==> config.mk <==
export PLATFORM = sky130hd
export DESIGN_NAME = dpct_top
export DESIGN_NICKNAME = d
export VERILOG_FILES = /design/src/include/dpct_pkg.sv /design/src/dpct_counter.sv /design/src/dpct_prescaler.sv /design/src/dpct_top.sv
export SDC_FILE = /design/constraint.sdc
export NUM_CORES = 1
export LEC_CHECK = 0
export BUFFER_PORTS_ARGS = -buffer_cell sky130_fd_sc_hd__buf_2
export CAP_MARGIN = 20
export CORE_UTILIZATION = 50
export CTS_CLUSTER_DIAMETER = 80
export DETAILED_ROUTE_END_ITERATION = 8
export PLACE_DENSITY = 0.7
export SLEW_MARGIN = 30
export SYNTH_ARGS = -nofsm -noshare
export SYNTH_HDL_FRONTEND = slang
export SYNTH_HIERARCHICAL = 1
export SYNTH_SLANG_ARGS = --single-unit
==> constraint.sdc <==
create_clock -name CLOCK -period 3.35 [get_ports CLOCK]
set_input_delay 1.005 -clock CLOCK [delete_from_list [all_inputs] [get_ports CLOCK]]
set_output_delay 1.005 -clock CLOCK [all_outputs]
set_load 0.05 [all_outputs]
==> src/include/dpct_pkg.sv <==
// Package with register map, field layouts and shared types of the dual counter/timer block.
`default_nettype none
package dpct_pkg;

  // ****************************************
  // Register indices (byte address is index times four)
  // ****************************************
  localparam logic [7:0] IDX_PIN_CTRL       = 8'hf0;
  localparam logic [7:0] IDX_MODE           = 8'hf1;
  localparam logic [7:0] IDX_SECOND_COUNT   = 8'hf2;
  localparam logic [7:0] IDX_SECOND_PRESCALE = 8'hf3;
  localparam logic [7:0] IDX_FIRST_COUNT    = 8'hf4;
  localparam logic [7:0] IDX_FIRST_PRESCALE = 8'hf5;

  localparam int unsigned ADDR_W    = 12;
  localparam int unsigned COUNT_W   = 8;
  localparam int unsigned PRE_W     = 6;

  // ****************************************
  // Values after reset and fixed counts
  // ****************************************
  localparam logic [7:0] PRE_RESET   = 8'h00;
  localparam logic [7:0] MODE_RESET  = 8'h00;
  localparam logic [2:0] PIN_RESET   = 3'h0;
  localparam logic [7:0] COUNT_RESET = 8'h00;
  localparam logic [7:0] COUNT_LAST  = 8'h01;
  localparam logic [1:0] INT_DIV_LAST = 2'h3;

  // ****************************************
  // Modes and field layouts
  // ****************************************
  typedef enum logic [1:0] {
    TIN_CLOCK  = 2'b00,
    TIN_GATE   = 2'b01,
    TIN_TRIG   = 2'b10,
    TIN_RETRIG = 2'b11
  } dpct_tin_t;

  typedef enum logic [1:0] {
    TIMER_OUTPUT_PIN_PORT   = 2'b00,
    TIMER_OUTPUT_PIN_FIRST  = 2'b01,
    TIMER_OUTPUT_PIN_SECOND = 2'b10,
    TIMER_OUTPUT_PIN_CLOCK  = 2'b11
  } dpct_timer_output_pin_t;

  // Prescale register: divide in [7:2] (0 means 64), continuous in [1], internal source in [0].
  typedef struct packed {
    logic [5:0] divide;
    logic       cont;
    logic       src_int;
  } dpct_pre_t;

  typedef struct packed {
    dpct_timer_output_pin_t timer_output_pin;
    dpct_tin_t  timer_external_input;
    logic       run1;
    logic       load1;
    logic       run0;
    logic       load0;
  } dpct_mode_t;

  typedef struct packed {
    logic port_val;
    logic tin_en;
    logic cascade;
  } dpct_pin_t;

endpackage
`default_nettype wire

==> src/dpct_counter.sv <==
// Eight-bit down counter with single-pass and modulo-n reload.
`timescale 1ns/1ns
`default_nettype none
module dpct_counter
  import dpct_pkg::*;
#(
  parameter int unsigned W = COUNT_W
) (
  input  wire logic         clk,
  input  wire logic         rst,
  input  wire logic         tick,
  input  wire logic         load,
  input  wire logic         run,
  input  wire logic         cont,
  input  wire logic [W-1:0] init,
  output logic      [W-1:0] count,
  output logic              active,
  output logic              eoc,
  output logic              out
);

  logic [W-1:0] count_q;
  logic [W-1:0] count_d;
  logic         halted_q;
  logic         halted_d;
  logic         eoc_q;
  logic         eoc_d;
  logic         out_q;
  logic         out_d;

  // Halted from reset so that nothing counts before the first load.
  assign active = run & ~halted_q;
  assign count  = count_q;
  assign eoc    = eoc_q;
  assign out    = out_q;

  always_comb begin
    count_d  = count_q;
    halted_d = halted_q;
    eoc_d    = 1'b0;
    out_d    = out_q;
    if (load) begin
      count_d  = init;
      halted_d = 1'b0;
    end else if (tick && active) begin
      if (count_q == W'(COUNT_LAST)) begin
        eoc_d = 1'b1;
        out_d = ~out_q;
        if (cont) begin
          count_d = init;
        end else begin
          count_d  = '0;
          halted_d = 1'b1;
        end
      end else begin
        count_d = count_q - W'(1);
      end
    end
  end

  always_ff @(posedge clk or posedge rst) begin
    if (rst) begin
      count_q  <= W'(COUNT_RESET);
      halted_q <= 1'b1;
      eoc_q    <= 1'b0;
      out_q    <= 1'b0;
    end else begin
      count_q  <= count_d;
      halted_q <= halted_d;
      eoc_q    <= eoc_d;
      out_q    <= out_d;
    end
  end
endmodule
`default_nettype wire

==> src/dpct_prescaler.sv <==
// Programmable divide-by-1-to-64 prescaler.
`timescale 1ns/1ns
`default_nettype none
module dpct_prescaler
  import dpct_pkg::*;
#(
  parameter int unsigned W = PRE_W
) (
  input  wire logic         clk,
  input  wire logic         rst,
  input  wire logic         clear,
  input  wire logic         tick_in,
  input  wire logic [W-1:0] divide,
  output logic              tick_out
);

  logic [W-1:0] cnt_q;
  logic [W-1:0] cnt_d;
  logic [W-1:0] lim;

  // A divide of zero wraps to all ones, which gives the longest ratio.
  // Compared as at-or-above, so a divide lowered while counting cannot run past its limit and wrap.
  assign lim      = divide - W'(1);
  assign tick_out = tick_in & ~clear & (cnt_q >= lim);

  always_comb begin
    cnt_d = cnt_q;
    if (clear) begin
      cnt_d = '0;
    end else if (tick_in) begin
      cnt_d = (cnt_q >= lim) ? '0 : cnt_q + W'(1);
    end
  end

  always_ff @(posedge clk or posedge rst) begin
    if (rst) begin
      cnt_q <= '0;
    end else begin
      cnt_q <= cnt_d;
    end
  end
endmodule
`default_nettype wire

==> src/dpct_top.sv <==
// Dual prescaled counter/timer block with its APB register slave.
//
// Contract
// - Two independent 8-bit down counters, each with its own 6-bit prescaler.
// - First prescaler takes internal clock only; second selects internal or external.
// - Each prescaler divides its source by any integer 1 to 64.
// - Counter decrements once per prescaler tick from a loaded 1 to 256 value.
// - End of count raises the first or second timer request.
// - Software can start, stop, continue or restart from the initial value.
// - Each counter halts at zero or reloads and keeps counting.
// - Counts are readable any time without disturbance; prescalers are not readable.
// - Second clock source is internal clock over four or the external input.
// - External input acts as clock, retriggerable or single trigger, or gate.
// - Cascade option feeds the first timer output into the second timer.
// - Output port line shows first timer, second timer or internal clock; the code's clock option shows clk_tog_q, the input clock divided by two.
// - Internal clock is the input clock with no divide by two.
// - External input and output are alternate pin functions under software control.
//
// The APB register port was left to the implementer.
`timescale 1ns/1ns
`default_nettype none
module dpct_top
  import dpct_pkg::*;
(
  input  wire logic              CLOCK,
  input  wire logic              RST,
  input  wire logic              PSEL,
  input  wire logic              PENABLE,
  input  wire logic              PWRITE,
  input  wire logic [ADDR_W-1:0] PADDR,
  input  wire logic [31:0]       PWDATA,
  output logic      [31:0]       PRDATA,
  output logic                   PREADY,
  output logic                   PSLVERR,
  input  wire logic              TIMER_EXTERNAL_INPUT,
  output logic                   FIRST_TIMER_REQUEST,
  output logic                   SECOND_TIMER_REQUEST,
  output logic                   TIMER_OUTPUT_PORT_LINE
);

  // ****************************************
  // Declarations
  // ****************************************
  dpct_pre_t   first_prescale_register_q, first_prescale_register_d;
  dpct_pre_t   pre1_q, pre1_d;
  dpct_mode_t  mode_q, mode_d;
  dpct_pin_t   pin_q, pin_d;
  logic [7:0]  init0_q, init0_d;
  logic [7:0]  init1_q, init1_d;
  logic [31:0] prdata_q, prdata_d;

  logic [1:0]  div4_q, div4_d;
  logic        clk_tog_q, clk_tog_d;
  logic        timer_output_pin_q, timer_output_pin_d;
  logic        tin_s1_q, tin_s2_q, tin_s3_q;

  logic [7:0]  idx, count0, count1;
  logic        hit, setup, access, wr;
  logic        load0, load1, trig1, int4_tick;
  logic        tin_lvl, tin_edge, src1_tick;
  logic        tick0, tick1, act0, act1, out0, out1;

  // ****************************************
  // APB slave
  // ****************************************
  assign idx    = PADDR[9:2];
  assign hit    = (PADDR[ADDR_W-1:10] == '0) && (PADDR[1:0] == 2'h0) &&
                  (idx >= IDX_PIN_CTRL) && (idx <= IDX_FIRST_PRESCALE);
  assign setup  = PSEL & ~PENABLE;
  assign access = PSEL & PENABLE;
  assign wr     = access & PWRITE & hit;

  // Zero wait states: every access completes in its first access cycle.
  assign PREADY  = 1'b1;
  assign PSLVERR = access & ~hit;
  assign PRDATA  = prdata_q;

  // Load bits act as strobes and are never stored.
  assign load0 = wr & (idx == IDX_MODE) & PWDATA[0];
  assign load1 = (wr & (idx == IDX_MODE) & PWDATA[2]) | trig1;

  always_comb begin
    first_prescale_register_d   = first_prescale_register_q;
    pre1_d   = pre1_q;
    mode_d   = mode_q;
    pin_d    = pin_q;
    init0_d  = init0_q;
    init1_d  = init1_q;
    prdata_d = prdata_q;
    if (wr) begin
      unique case (idx)
        IDX_FIRST_PRESCALE: begin
          // The first timer never uses the source bit; it is always stored as internal.
          first_prescale_register_d         = dpct_pre_t'(PWDATA[7:0]);
          first_prescale_register_d.src_int = 1'b1;
        end
        IDX_SECOND_PRESCALE: pre1_d = dpct_pre_t'(PWDATA[7:0]);
        IDX_FIRST_COUNT:     init0_d = PWDATA[7:0];
        IDX_SECOND_COUNT:    init1_d = PWDATA[7:0];
        IDX_MODE: begin
          mode_d       = dpct_mode_t'(PWDATA[7:0]);
          mode_d.load0 = 1'b0;
          mode_d.load1 = 1'b0;
        end
        IDX_PIN_CTRL:        pin_d = dpct_pin_t'(PWDATA[2:0]);
        default: ;
      endcase
    end
    // Read data is captured in the setup cycle so it comes from a flop.
    if (setup) begin
      prdata_d = 32'h0000_0000;
      if (hit && !PWRITE) begin
        unique case (idx)
          IDX_FIRST_COUNT:  prdata_d[7:0] = count0;
          IDX_SECOND_COUNT: prdata_d[7:0] = count1;
          IDX_MODE:         prdata_d[7:0] = mode_q;
          IDX_PIN_CTRL:     prdata_d[2:0] = pin_q;
          default:          prdata_d = 32'h0000_0000;
        endcase
      end
    end
  end

  always_ff @(posedge CLOCK or posedge RST) begin
    if (RST) begin
      first_prescale_register_q   <= dpct_pre_t'(PRE_RESET);
      pre1_q   <= dpct_pre_t'(PRE_RESET);
      mode_q   <= dpct_mode_t'(MODE_RESET);
      pin_q    <= dpct_pin_t'(PIN_RESET);
      init0_q  <= COUNT_RESET;
      init1_q  <= COUNT_RESET;
      prdata_q <= 32'h0000_0000;
    end else begin
      first_prescale_register_q   <= first_prescale_register_d;
      pre1_q   <= pre1_d;
      mode_q   <= mode_d;
      pin_q    <= pin_d;
      init0_q  <= init0_d;
      init1_q  <= init1_d;
      prdata_q <= prdata_d;
    end
  end

  // ****************************************
  // External input synchroniser and clock dividers
  // ****************************************
  // The input is only looked at past the second flop; the third gives the edge.
  always_ff @(posedge CLOCK or posedge RST) begin
    if (RST) begin
      tin_s1_q <= 1'b0;
      tin_s2_q <= 1'b0;
      tin_s3_q <= 1'b0;
    end else begin
      tin_s1_q <= TIMER_EXTERNAL_INPUT;
      tin_s2_q <= tin_s1_q;
      tin_s3_q <= tin_s2_q;
    end
  end

  // With the alternate function off the input is masked, so the timer sees it as low.
  assign tin_lvl  = pin_q.tin_en & tin_s2_q;
  assign tin_edge = pin_q.tin_en & tin_s2_q & ~tin_s3_q;

  assign int4_tick = (div4_q == INT_DIV_LAST);

  always_comb begin
    div4_d    = div4_q + 2'h1;
    clk_tog_d = ~clk_tog_q;
  end

  always_ff @(posedge CLOCK or posedge RST) begin
    if (RST) begin
      div4_q    <= 2'h0;
      clk_tog_q <= 1'b0;
    end else begin
      div4_q    <= div4_d;
      clk_tog_q <= clk_tog_d;
    end
  end

  // ****************************************
  // Second timer source selection
  // ****************************************
  always_comb begin
    src1_tick = 1'b0;
    trig1     = 1'b0;
    if (pin_q.cascade) begin
      src1_tick = FIRST_TIMER_REQUEST;
    end else if (!pre1_q.src_int) begin
      src1_tick = tin_edge;
    end else if (pin_q.tin_en) begin
      unique case (mode_q.timer_external_input)
        TIN_CLOCK:  src1_tick = int4_tick;
        TIN_GATE:   src1_tick = int4_tick & tin_lvl;
        TIN_TRIG: begin
          src1_tick = int4_tick;
          trig1     = tin_edge & ~act1;
        end
        TIN_RETRIG: begin
          src1_tick = int4_tick;
          trig1     = tin_edge;
        end
      endcase
    end else begin
      src1_tick = int4_tick;
    end
  end

  // ****************************************
  // Prescalers and counters
  // ****************************************
  // The core clock is used undivided, so the first source ticks every cycle.
  dpct_prescaler #(.W(PRE_W)) u_first_prescale_register (
    .clk      (CLOCK),
    .rst      (RST),
    .clear    (load0),
    .tick_in  (act0),
    .divide   (first_prescale_register_q.divide),
    .tick_out (tick0)
  );

  dpct_counter #(.W(COUNT_W)) u_cnt0 (
    .clk    (CLOCK),
    .rst    (RST),
    .tick   (tick0),
    .load   (load0),
    .run    (mode_q.run0),
    .cont   (first_prescale_register_q.cont),
    .init   (init0_q),
    .count  (count0),
    .active (act0),
    .eoc    (FIRST_TIMER_REQUEST),
    .out    (out0)
  );

  dpct_prescaler #(.W(PRE_W)) u_pre1 (
    .clk      (CLOCK),
    .rst      (RST),
    .clear    (load1),
    .tick_in  (src1_tick & act1),
    .divide   (pre1_q.divide),
    .tick_out (tick1)
  );

  dpct_counter #(.W(COUNT_W)) u_cnt1 (
    .clk    (CLOCK),
    .rst    (RST),
    .tick   (tick1),
    .load   (load1),
    .run    (mode_q.run1),
    .cont   (pre1_q.cont),
    .init   (init1_q),
    .count  (count1),
    .active (act1),
    .eoc    (SECOND_TIMER_REQUEST),
    .out    (out1)
  );

  // ****************************************
  // Output port line
  // ****************************************
  always_comb begin
    unique case (mode_q.timer_output_pin)
      TIMER_OUTPUT_PIN_PORT:   timer_output_pin_d = pin_q.port_val;
      TIMER_OUTPUT_PIN_FIRST:  timer_output_pin_d = out0;
      TIMER_OUTPUT_PIN_SECOND: timer_output_pin_d = out1;
      TIMER_OUTPUT_PIN_CLOCK:  timer_output_pin_d = clk_tog_q;
    endcase
  end

  always_ff @(posedge CLOCK or posedge RST) begin
    if (RST) begin
      timer_output_pin_q <= 1'b0;
    end else begin
      timer_output_pin_q <= timer_output_pin_d;
    end
  end

  assign TIMER_OUTPUT_PORT_LINE = timer_output_pin_q;
endmodule
`default_nettype wire

Word level (Yosys, flattened, before mapping):

Cells that the tools add are included.

* word-level logic and storage cells: 158
* input port bits: 50
* flip-flop bits (word level): 113

* reductions and logical operators: 28
* bitwise logic cells: 31
* equal/unequal tests: 17
* order comparisons: 4
* multiplexer cells: 40
* add/sub/neg operators: 7

Operator list (number)
* two-way mux 8 bit: 9
* equality test 8 bit, second input constant: 6
* two-way mux 6 bit: 6
* two-way mux 1 bit: 20
* bitwise AND 1 bit: 19
* equality test 8 x 1 -> 1 bit, second input constant: 2
* subtractor 8 x 1 -> 8 bit, second input constant: 2
* one-hot mux 5 bit (3 select lines): 1
* adder 6 x 1 -> 6 bit, second input constant: 2
* >= comparator 6 bit: 2
* one-hot mux 3 bit (4 select lines): 1
* AND reduction 2 bit: 6
* AND reduction 3 bit: 4
* nonzero test 2 bit: 6
* subtractor 6 x 1 -> 6 bit, second input constant: 2
* NOT 1 bit: 11
* equality test 2 bit, second input constant: 5
* >= comparator 8 bit, second input constant: 1
* less-or-equal comparator 8 bit, second input constant: 1
* logical NOT 2 bit: 4
* logical AND 1 bit: 6
* equality test 2 x 1 -> 1 bit, second input constant: 2
* inequality test 2 x 1 -> 1 bit, second input constant: 2
* one-hot mux 1 bit (2 select lines): 2
* 5 further kinds: 5

Logic depth before layout (Yosys ltp):

* depth in word-level cells: 15
* gate-level depth with buffers: 12
* depth with buffers taken out: 12

Cells and area by module:

Netlist, hierarchy kept.

By module, submodules not included
* dpct_top: area each 2652.5 µm², times used 1, cells each 212, sequential area each 1376.3 µm²
* dpct_counter: area each 706.9 µm², times used 2, cells each 75, sequential area each 276.5 µm²
* dpct_prescaler: area each 539.3 µm², times used 2, cells each 59, sequential area each 150.1 µm²

Worst setup path after synthesis:

OpenSTA, ideal clock, no wires.

* kind: input to register
* start: input port PADDR[3]
* end: register u_cnt0.count_q[3], in the netlist u_cnt0/count[3]
* path buffers: 2
* path slack: -0.221 ns
* cell stages on the path: 11
* required time: 3.224 ns
* arrival: 3.445 ns
* setup time: 0.126 ns
* path through: buf_2 > clkbuf_1 > nor3b_1 > nand4_1 > nor3_1 > inv_1 > and3_1 > nand3b_1 > nor3_1 > a31o_2 > a221o_1

* cells in the longest elaborated chain, start to end: 11

Ends and longest elaborated chain
* start, declared: line dpct_top.sv:30 `input wire logic [ADDR_W-1:0] PADDR,`
* >= comparator 8 bit: line dpct_top.sv:68 `(idx >= IDX_PIN_CTRL) && (idx <= IDX_FIRST_PRESCALE);`
* logical AND 1 bit: line dpct_top.sv:67 `assign hit = (PADDR[ADDR_W-1:10] == '0) && (PADDR[1:0] == 2'h0) &&`
* logical AND 1 bit: line dpct_top.sv:68
* bitwise AND 1 bit: line dpct_top.sv:71 `assign wr = access & PWRITE & hit;`
* bitwise AND 1 bit (*) (2 in a row): line dpct_top.sv:79 `assign load0 = wr & (idx == IDX_MODE) & PWDATA[0];`
* named net load0: line dpct_top.sv:59 `logic load0, load1, trig1, int4_tick;`
* NOT 1 bit (*): line dpct_prescaler.sv:24 `assign tick_out = tick_in & ~clear & (cnt_q >= lim);`
* bitwise AND 1 bit (*) (2 in a row): line dpct_prescaler.sv:24
* named net tick0: line dpct_top.sv:61 `logic tick0, tick1, act0, act1, out0, out1;`
* logical AND 1 bit (*): line dpct_counter.sv:45 `end else if (tick && active) begin`
* nonzero test 2 bit (no source line) (*)
* end signal, assigned: line dpct_counter.sv:63 `count_q <= W'(COUNT_RESET);`
* end signal, assigned: line dpct_counter.sv:68 `count_q <= count_d;`
* end, declared: line dpct_counter.sv:22 `logic [W-1:0] count_q;`

Mark *: on every way through the listed nets, which the timed path passes. The rest lies on a longest branch.
A chain may end at the register's enable or synchronous reset.

Final worst setup path:

* start: register pre1_q[4] (netlist bit)
* end: register u_cnt1.count_q[3], in the netlist u_cnt1/count[3]

* cells in the longest elaborated chain, start to end: 5

Ends and longest elaborated chain
* start, declared: line dpct_top.sv:45 `dpct_pre_t pre1_q, pre1_d;`
* start signal, assigned: line dpct_top.sv:127 `pre1_q <= dpct_pre_t'(PRE_RESET);`
* start signal, assigned: line dpct_top.sv:135 `pre1_q <= pre1_d;`
* subtractor 6 x 1 -> 6 bit: line dpct_prescaler.sv:23 `assign lim = divide - W'(1);`
* >= comparator 6 bit: line dpct_prescaler.sv:24
* bitwise AND 1 bit: line dpct_prescaler.sv:24
* named net tick1: line dpct_top.sv:61
* logical AND 1 bit: line dpct_counter.sv:45
* nonzero test 2 bit (no source line)
* end signal, assigned: line dpct_counter.sv:63
* end signal, assigned: line dpct_counter.sv:68
* end, declared: line dpct_counter.sv:22

The timed path passes the listed nets, and every way through them passes these cells.

==> impl_metrics.tcl <==
set metrics [dict create \
    cellPowerDensity_nw_per_um2 360 \
    setup_viol 0 \
    grt_use_total_pct 21.7 \
    synthTopCellsByArea "dfrtp_1, mux2_2, ha_1, buf_4, a21oi_1" \
    ys.flop_type "dfrtp_1" \
    grt_pass1_wl_um 17500 \
    clk-insertion-delay-late_ns 0.35 \
    crit_type "reg -> reg" \
    tns_ns 0 \
    arrival_ns 3.39 \
    peakVddDrop_v 0.000198 \
    tritoncts "yes" \
    crit_path_start "pre1_q[4]$_DFFE_PP0P_" \
    synthXorXnorAreaFrac_pct 2.04 \
    p_comb_share_pct 7.6 \
    worst_setup_path_end_kind "flop" \
    yosysSeqAreaShare_pct 43.3 \
    numCtsBuffers 9 \
    drc_errors 0 \
    p_switching_uw 501 \
    gp_congestion 0.902 \
    drt_first_pass_iters 6 \
    synthAdderAreaFrac_pct 5.11 \
    dieArea_um2 10700 \
    clkSlewWorstSetupHoldPaths_ns 0.09 \
    final_area_um2 5660 \
    core_um2 9860 \
    synthArstFlopShare_pct 100 \
    drt-total-wl_um 11100 \
    antenna_left 0 \
    fin_crit_ns 3.11 \
    fin_skew_ns 0.0130 \
    vias 3797 \
    cts_root_buf "clkbuf_8" \
    maxSlewHeadroom_pct 63.2 \
    avgViaCountPerCell 5.71 \
    p_leak_uw 0.00279 \
    hold_path_depth 0 \
    ioPinCount 87 \
    reg2regPathDepth 11 \
    final_cell_mix "dfrtp_1, mux2_2, buf_2" \
    final_hold_viol_count 0 \
    nets 598 \
    insertedDiodeCount 0 \
    synth_top_area_share_pct 42.3 \
    synth.ff_latch_count 89 \
    fmax_mhz 322 \
    slew_viol_final 0 \
    status "finished clean" \
    start_util_pct 52.2 \
    drt-initial-drc-count 200 \
    place_hpwl_um 8420 \
    rsz0062_at_grt "false" \
    r2r_end "u_cnt1/count[3]$_DFFE_PP0P_" \
    cts_sinks 89 \
    fillers 857 \
    synth_compound_area_share_pct 14.6 \
    required_ns 3.63 \
    drv_cap 0 \
    portBuffers 37 \
    postPlaceCellArea_um2 5430 \
    layout_commonest_cell "dfrtp_1" \
    grt_max_degree 25 \
    hold_class "reg -> reg" \
    swShare_pct 24.6 \
    yosys.area.top_type "dfrtp_1" \
    yosysUniqueCellTypes 66 \
    syn2layout_area_growth_pct 10.0 \
    p_clk_share_pct 39.4 \
    die_y_um 103 \
    crit_fanout 5 \
    internal_power_uw 1530 \
    num_rows 36 \
    finish.utilization_pct 57.4 \
    synth.area.mux_share_pct 10.5 \
    syn_area_per_cell_um2 10.7 \
    layout-drive-gt1-share_pct 25.8 \
    synth_edf_count 0 \
    gr-total-overflow 0 \
    syn_inst 480 \
    seqPwrFrac_pct 53.1 \
    min_from "tin_s1_q$_DFF_PP0_" \
    tightest_slew_ns 0.549 \
    start_kind "flop" \
    grt_pass1_vias 3548 \
    synthSimpleGateAreaFrac_pct 17.5 \
    r2r_start "pre1_q[4]$_DFFE_PP0P_" \
    cts_hold_buf 0 \
    wl_per_cell_um 16.6 \
    cts_buffer_depth 2 \
    post-route-period-util_pct 92.8 \
    synthesis.area_um2 5140 \
    htree_levels 3 \
    whs_endpoint "tin_s2_q$_DFF_PP0_" \
    yosys_warnings 6 \
    grt_antenna_before_repair 0 \
    synth_top_family_by_area "simple AND/OR/NAND/NOR gates" \
    rrSetupSlack_ns 0.24 \
    die_w_um 103 \
]
cell families after synthesis:
| family | count (synthesis) |
|---|---|
| AND/OR/NAND/NOR | 146 |
| AO/OA/AOI/OAI | 100 |
| flip-flops | 89 |
| buffers and inverters | 62 |
| multiplexers | 48 |
| adder cells (fa/ha/maj) | 21 |
| XOR/XNOR | 12 |
| other | 2 |
layout make-up:
cell class              instances  area [um^2]  share of cell area (%)
repair buffers                 49          275                    4.86
well taps                     133          166                    2.94
clock inverters                 3         46.3                   0.818
multi-input cells             352         2670                    47.1
clock buffers                  13          179                    3.16
inverters                      26         97.6                    1.72
flip-flops and latches         89         2230                    39.4
stage by stage:
stage	cells	power (uW)	worst slack (ns)	hold WS, ns
after floorplan	503	1240	0.00510	0.331
after detailed placement	648	1260	0.214	0.340
final	665	2030	0.240	0.360
after global routing	665	2110	0.0777	0.366
after CTS	664	2060	0.250	0.360
after global placement	648	1250	0.226	0.335
power by group through the flow:
stage	clock network [uW]	logic, uW	registers, uW
after floorplan	0	136	1100
after global placement	0	153	1100
after detailed placement	0	155	1100
after CTS	826	156	1080
after global routing	864	169	1080
final	802	154	1080
worst max-delay path by stage:
stage / end / depth (start not counted)
floorplan: u_cnt1/count[3]$_DFFE_PP0P_ / 10
global placement: u_cnt0/count[3]$_DFFE_PP0P_ / 10
detailed placement: u_cnt1/count[3]$_DFFE_PP0P_ / 11
CTS: PSLVERR / 5
global route: u_cnt1/count[5]$_DFFE_PP0P_ / 12
finish: u_cnt1/count[3]$_DFFE_PP0P_ / 11
state kept, by name, summed over array words and instances (netlist names):
name	count
PRDATA	8
init0_q	8
init1_q	8
pre1_q	8
u_cnt0/count	8
u_cnt1/count	8
first_prescale_register_q	7
mode_q	6
u_first_prescale_register/cnt_q	6
u_pre1/cnt_q	6
pin_q	3
div4_q	2
TIMER_OUTPUT_PORT_LINE	1
clk_tog_q	1
tin_s1_q	1
tin_s2_q	1
tin_s3_q	1
u_cnt0/eoc	1
u_cnt0/halted_q	1
u_cnt0/out	1
u_cnt1/eoc	1
u_cnt1/halted_q	1
u_cnt1/out	1
cells in the mapped netlist (4+ instances only):
cell type and n:
dfrtp_1 87, nand4_1 5, inv_1 26, a22oi_1 5, nor2b_1 8, mux2i_1 8, mux2_2 39, or3_1 8
clkbuf_1 6, buf_4 25, o21ai_0 13, xnor2_1 4, and2_1 4, a221o_1 4, and3_1 9, ha_1 21
nand3_1 11, o2bb2ai_1 6, nor3_1 11, nor2_1 26, xor2_1 8, a21oi_1 26, nand2b_1 6, a2bb2oi_1 7
nand2_1 29, o21ai_1 4
metal layers:
metal	vias up	track usage (%)	routed length (um)
li1	1797	-	-
met1	1869	29.9	5120
met2	120	35.4	5230
met3	11	3.83	570
met4	0	6.28	128
met5	-	0	0
what timing repair did:
action	CTS	global route
setup buffers	0	1
gates resized for setup	0	0
endpoints found under the setup margin	0	1
worst max-delay path, stage by stage (launching register included):
cell and delay [ns]:
dfrtp_1 0.43, or3_1 0.41, nor3_1 0.21, xnor2_1 0.12, ha_1 0.34, nand4_1 0.22
o221ai_1 0.24, and3_1 0.20, nand3b_1 0.10, nor3_1 0.31, a31o_2 0.29, a221o_1 0.17
Power figures use the tool's default switching activity.
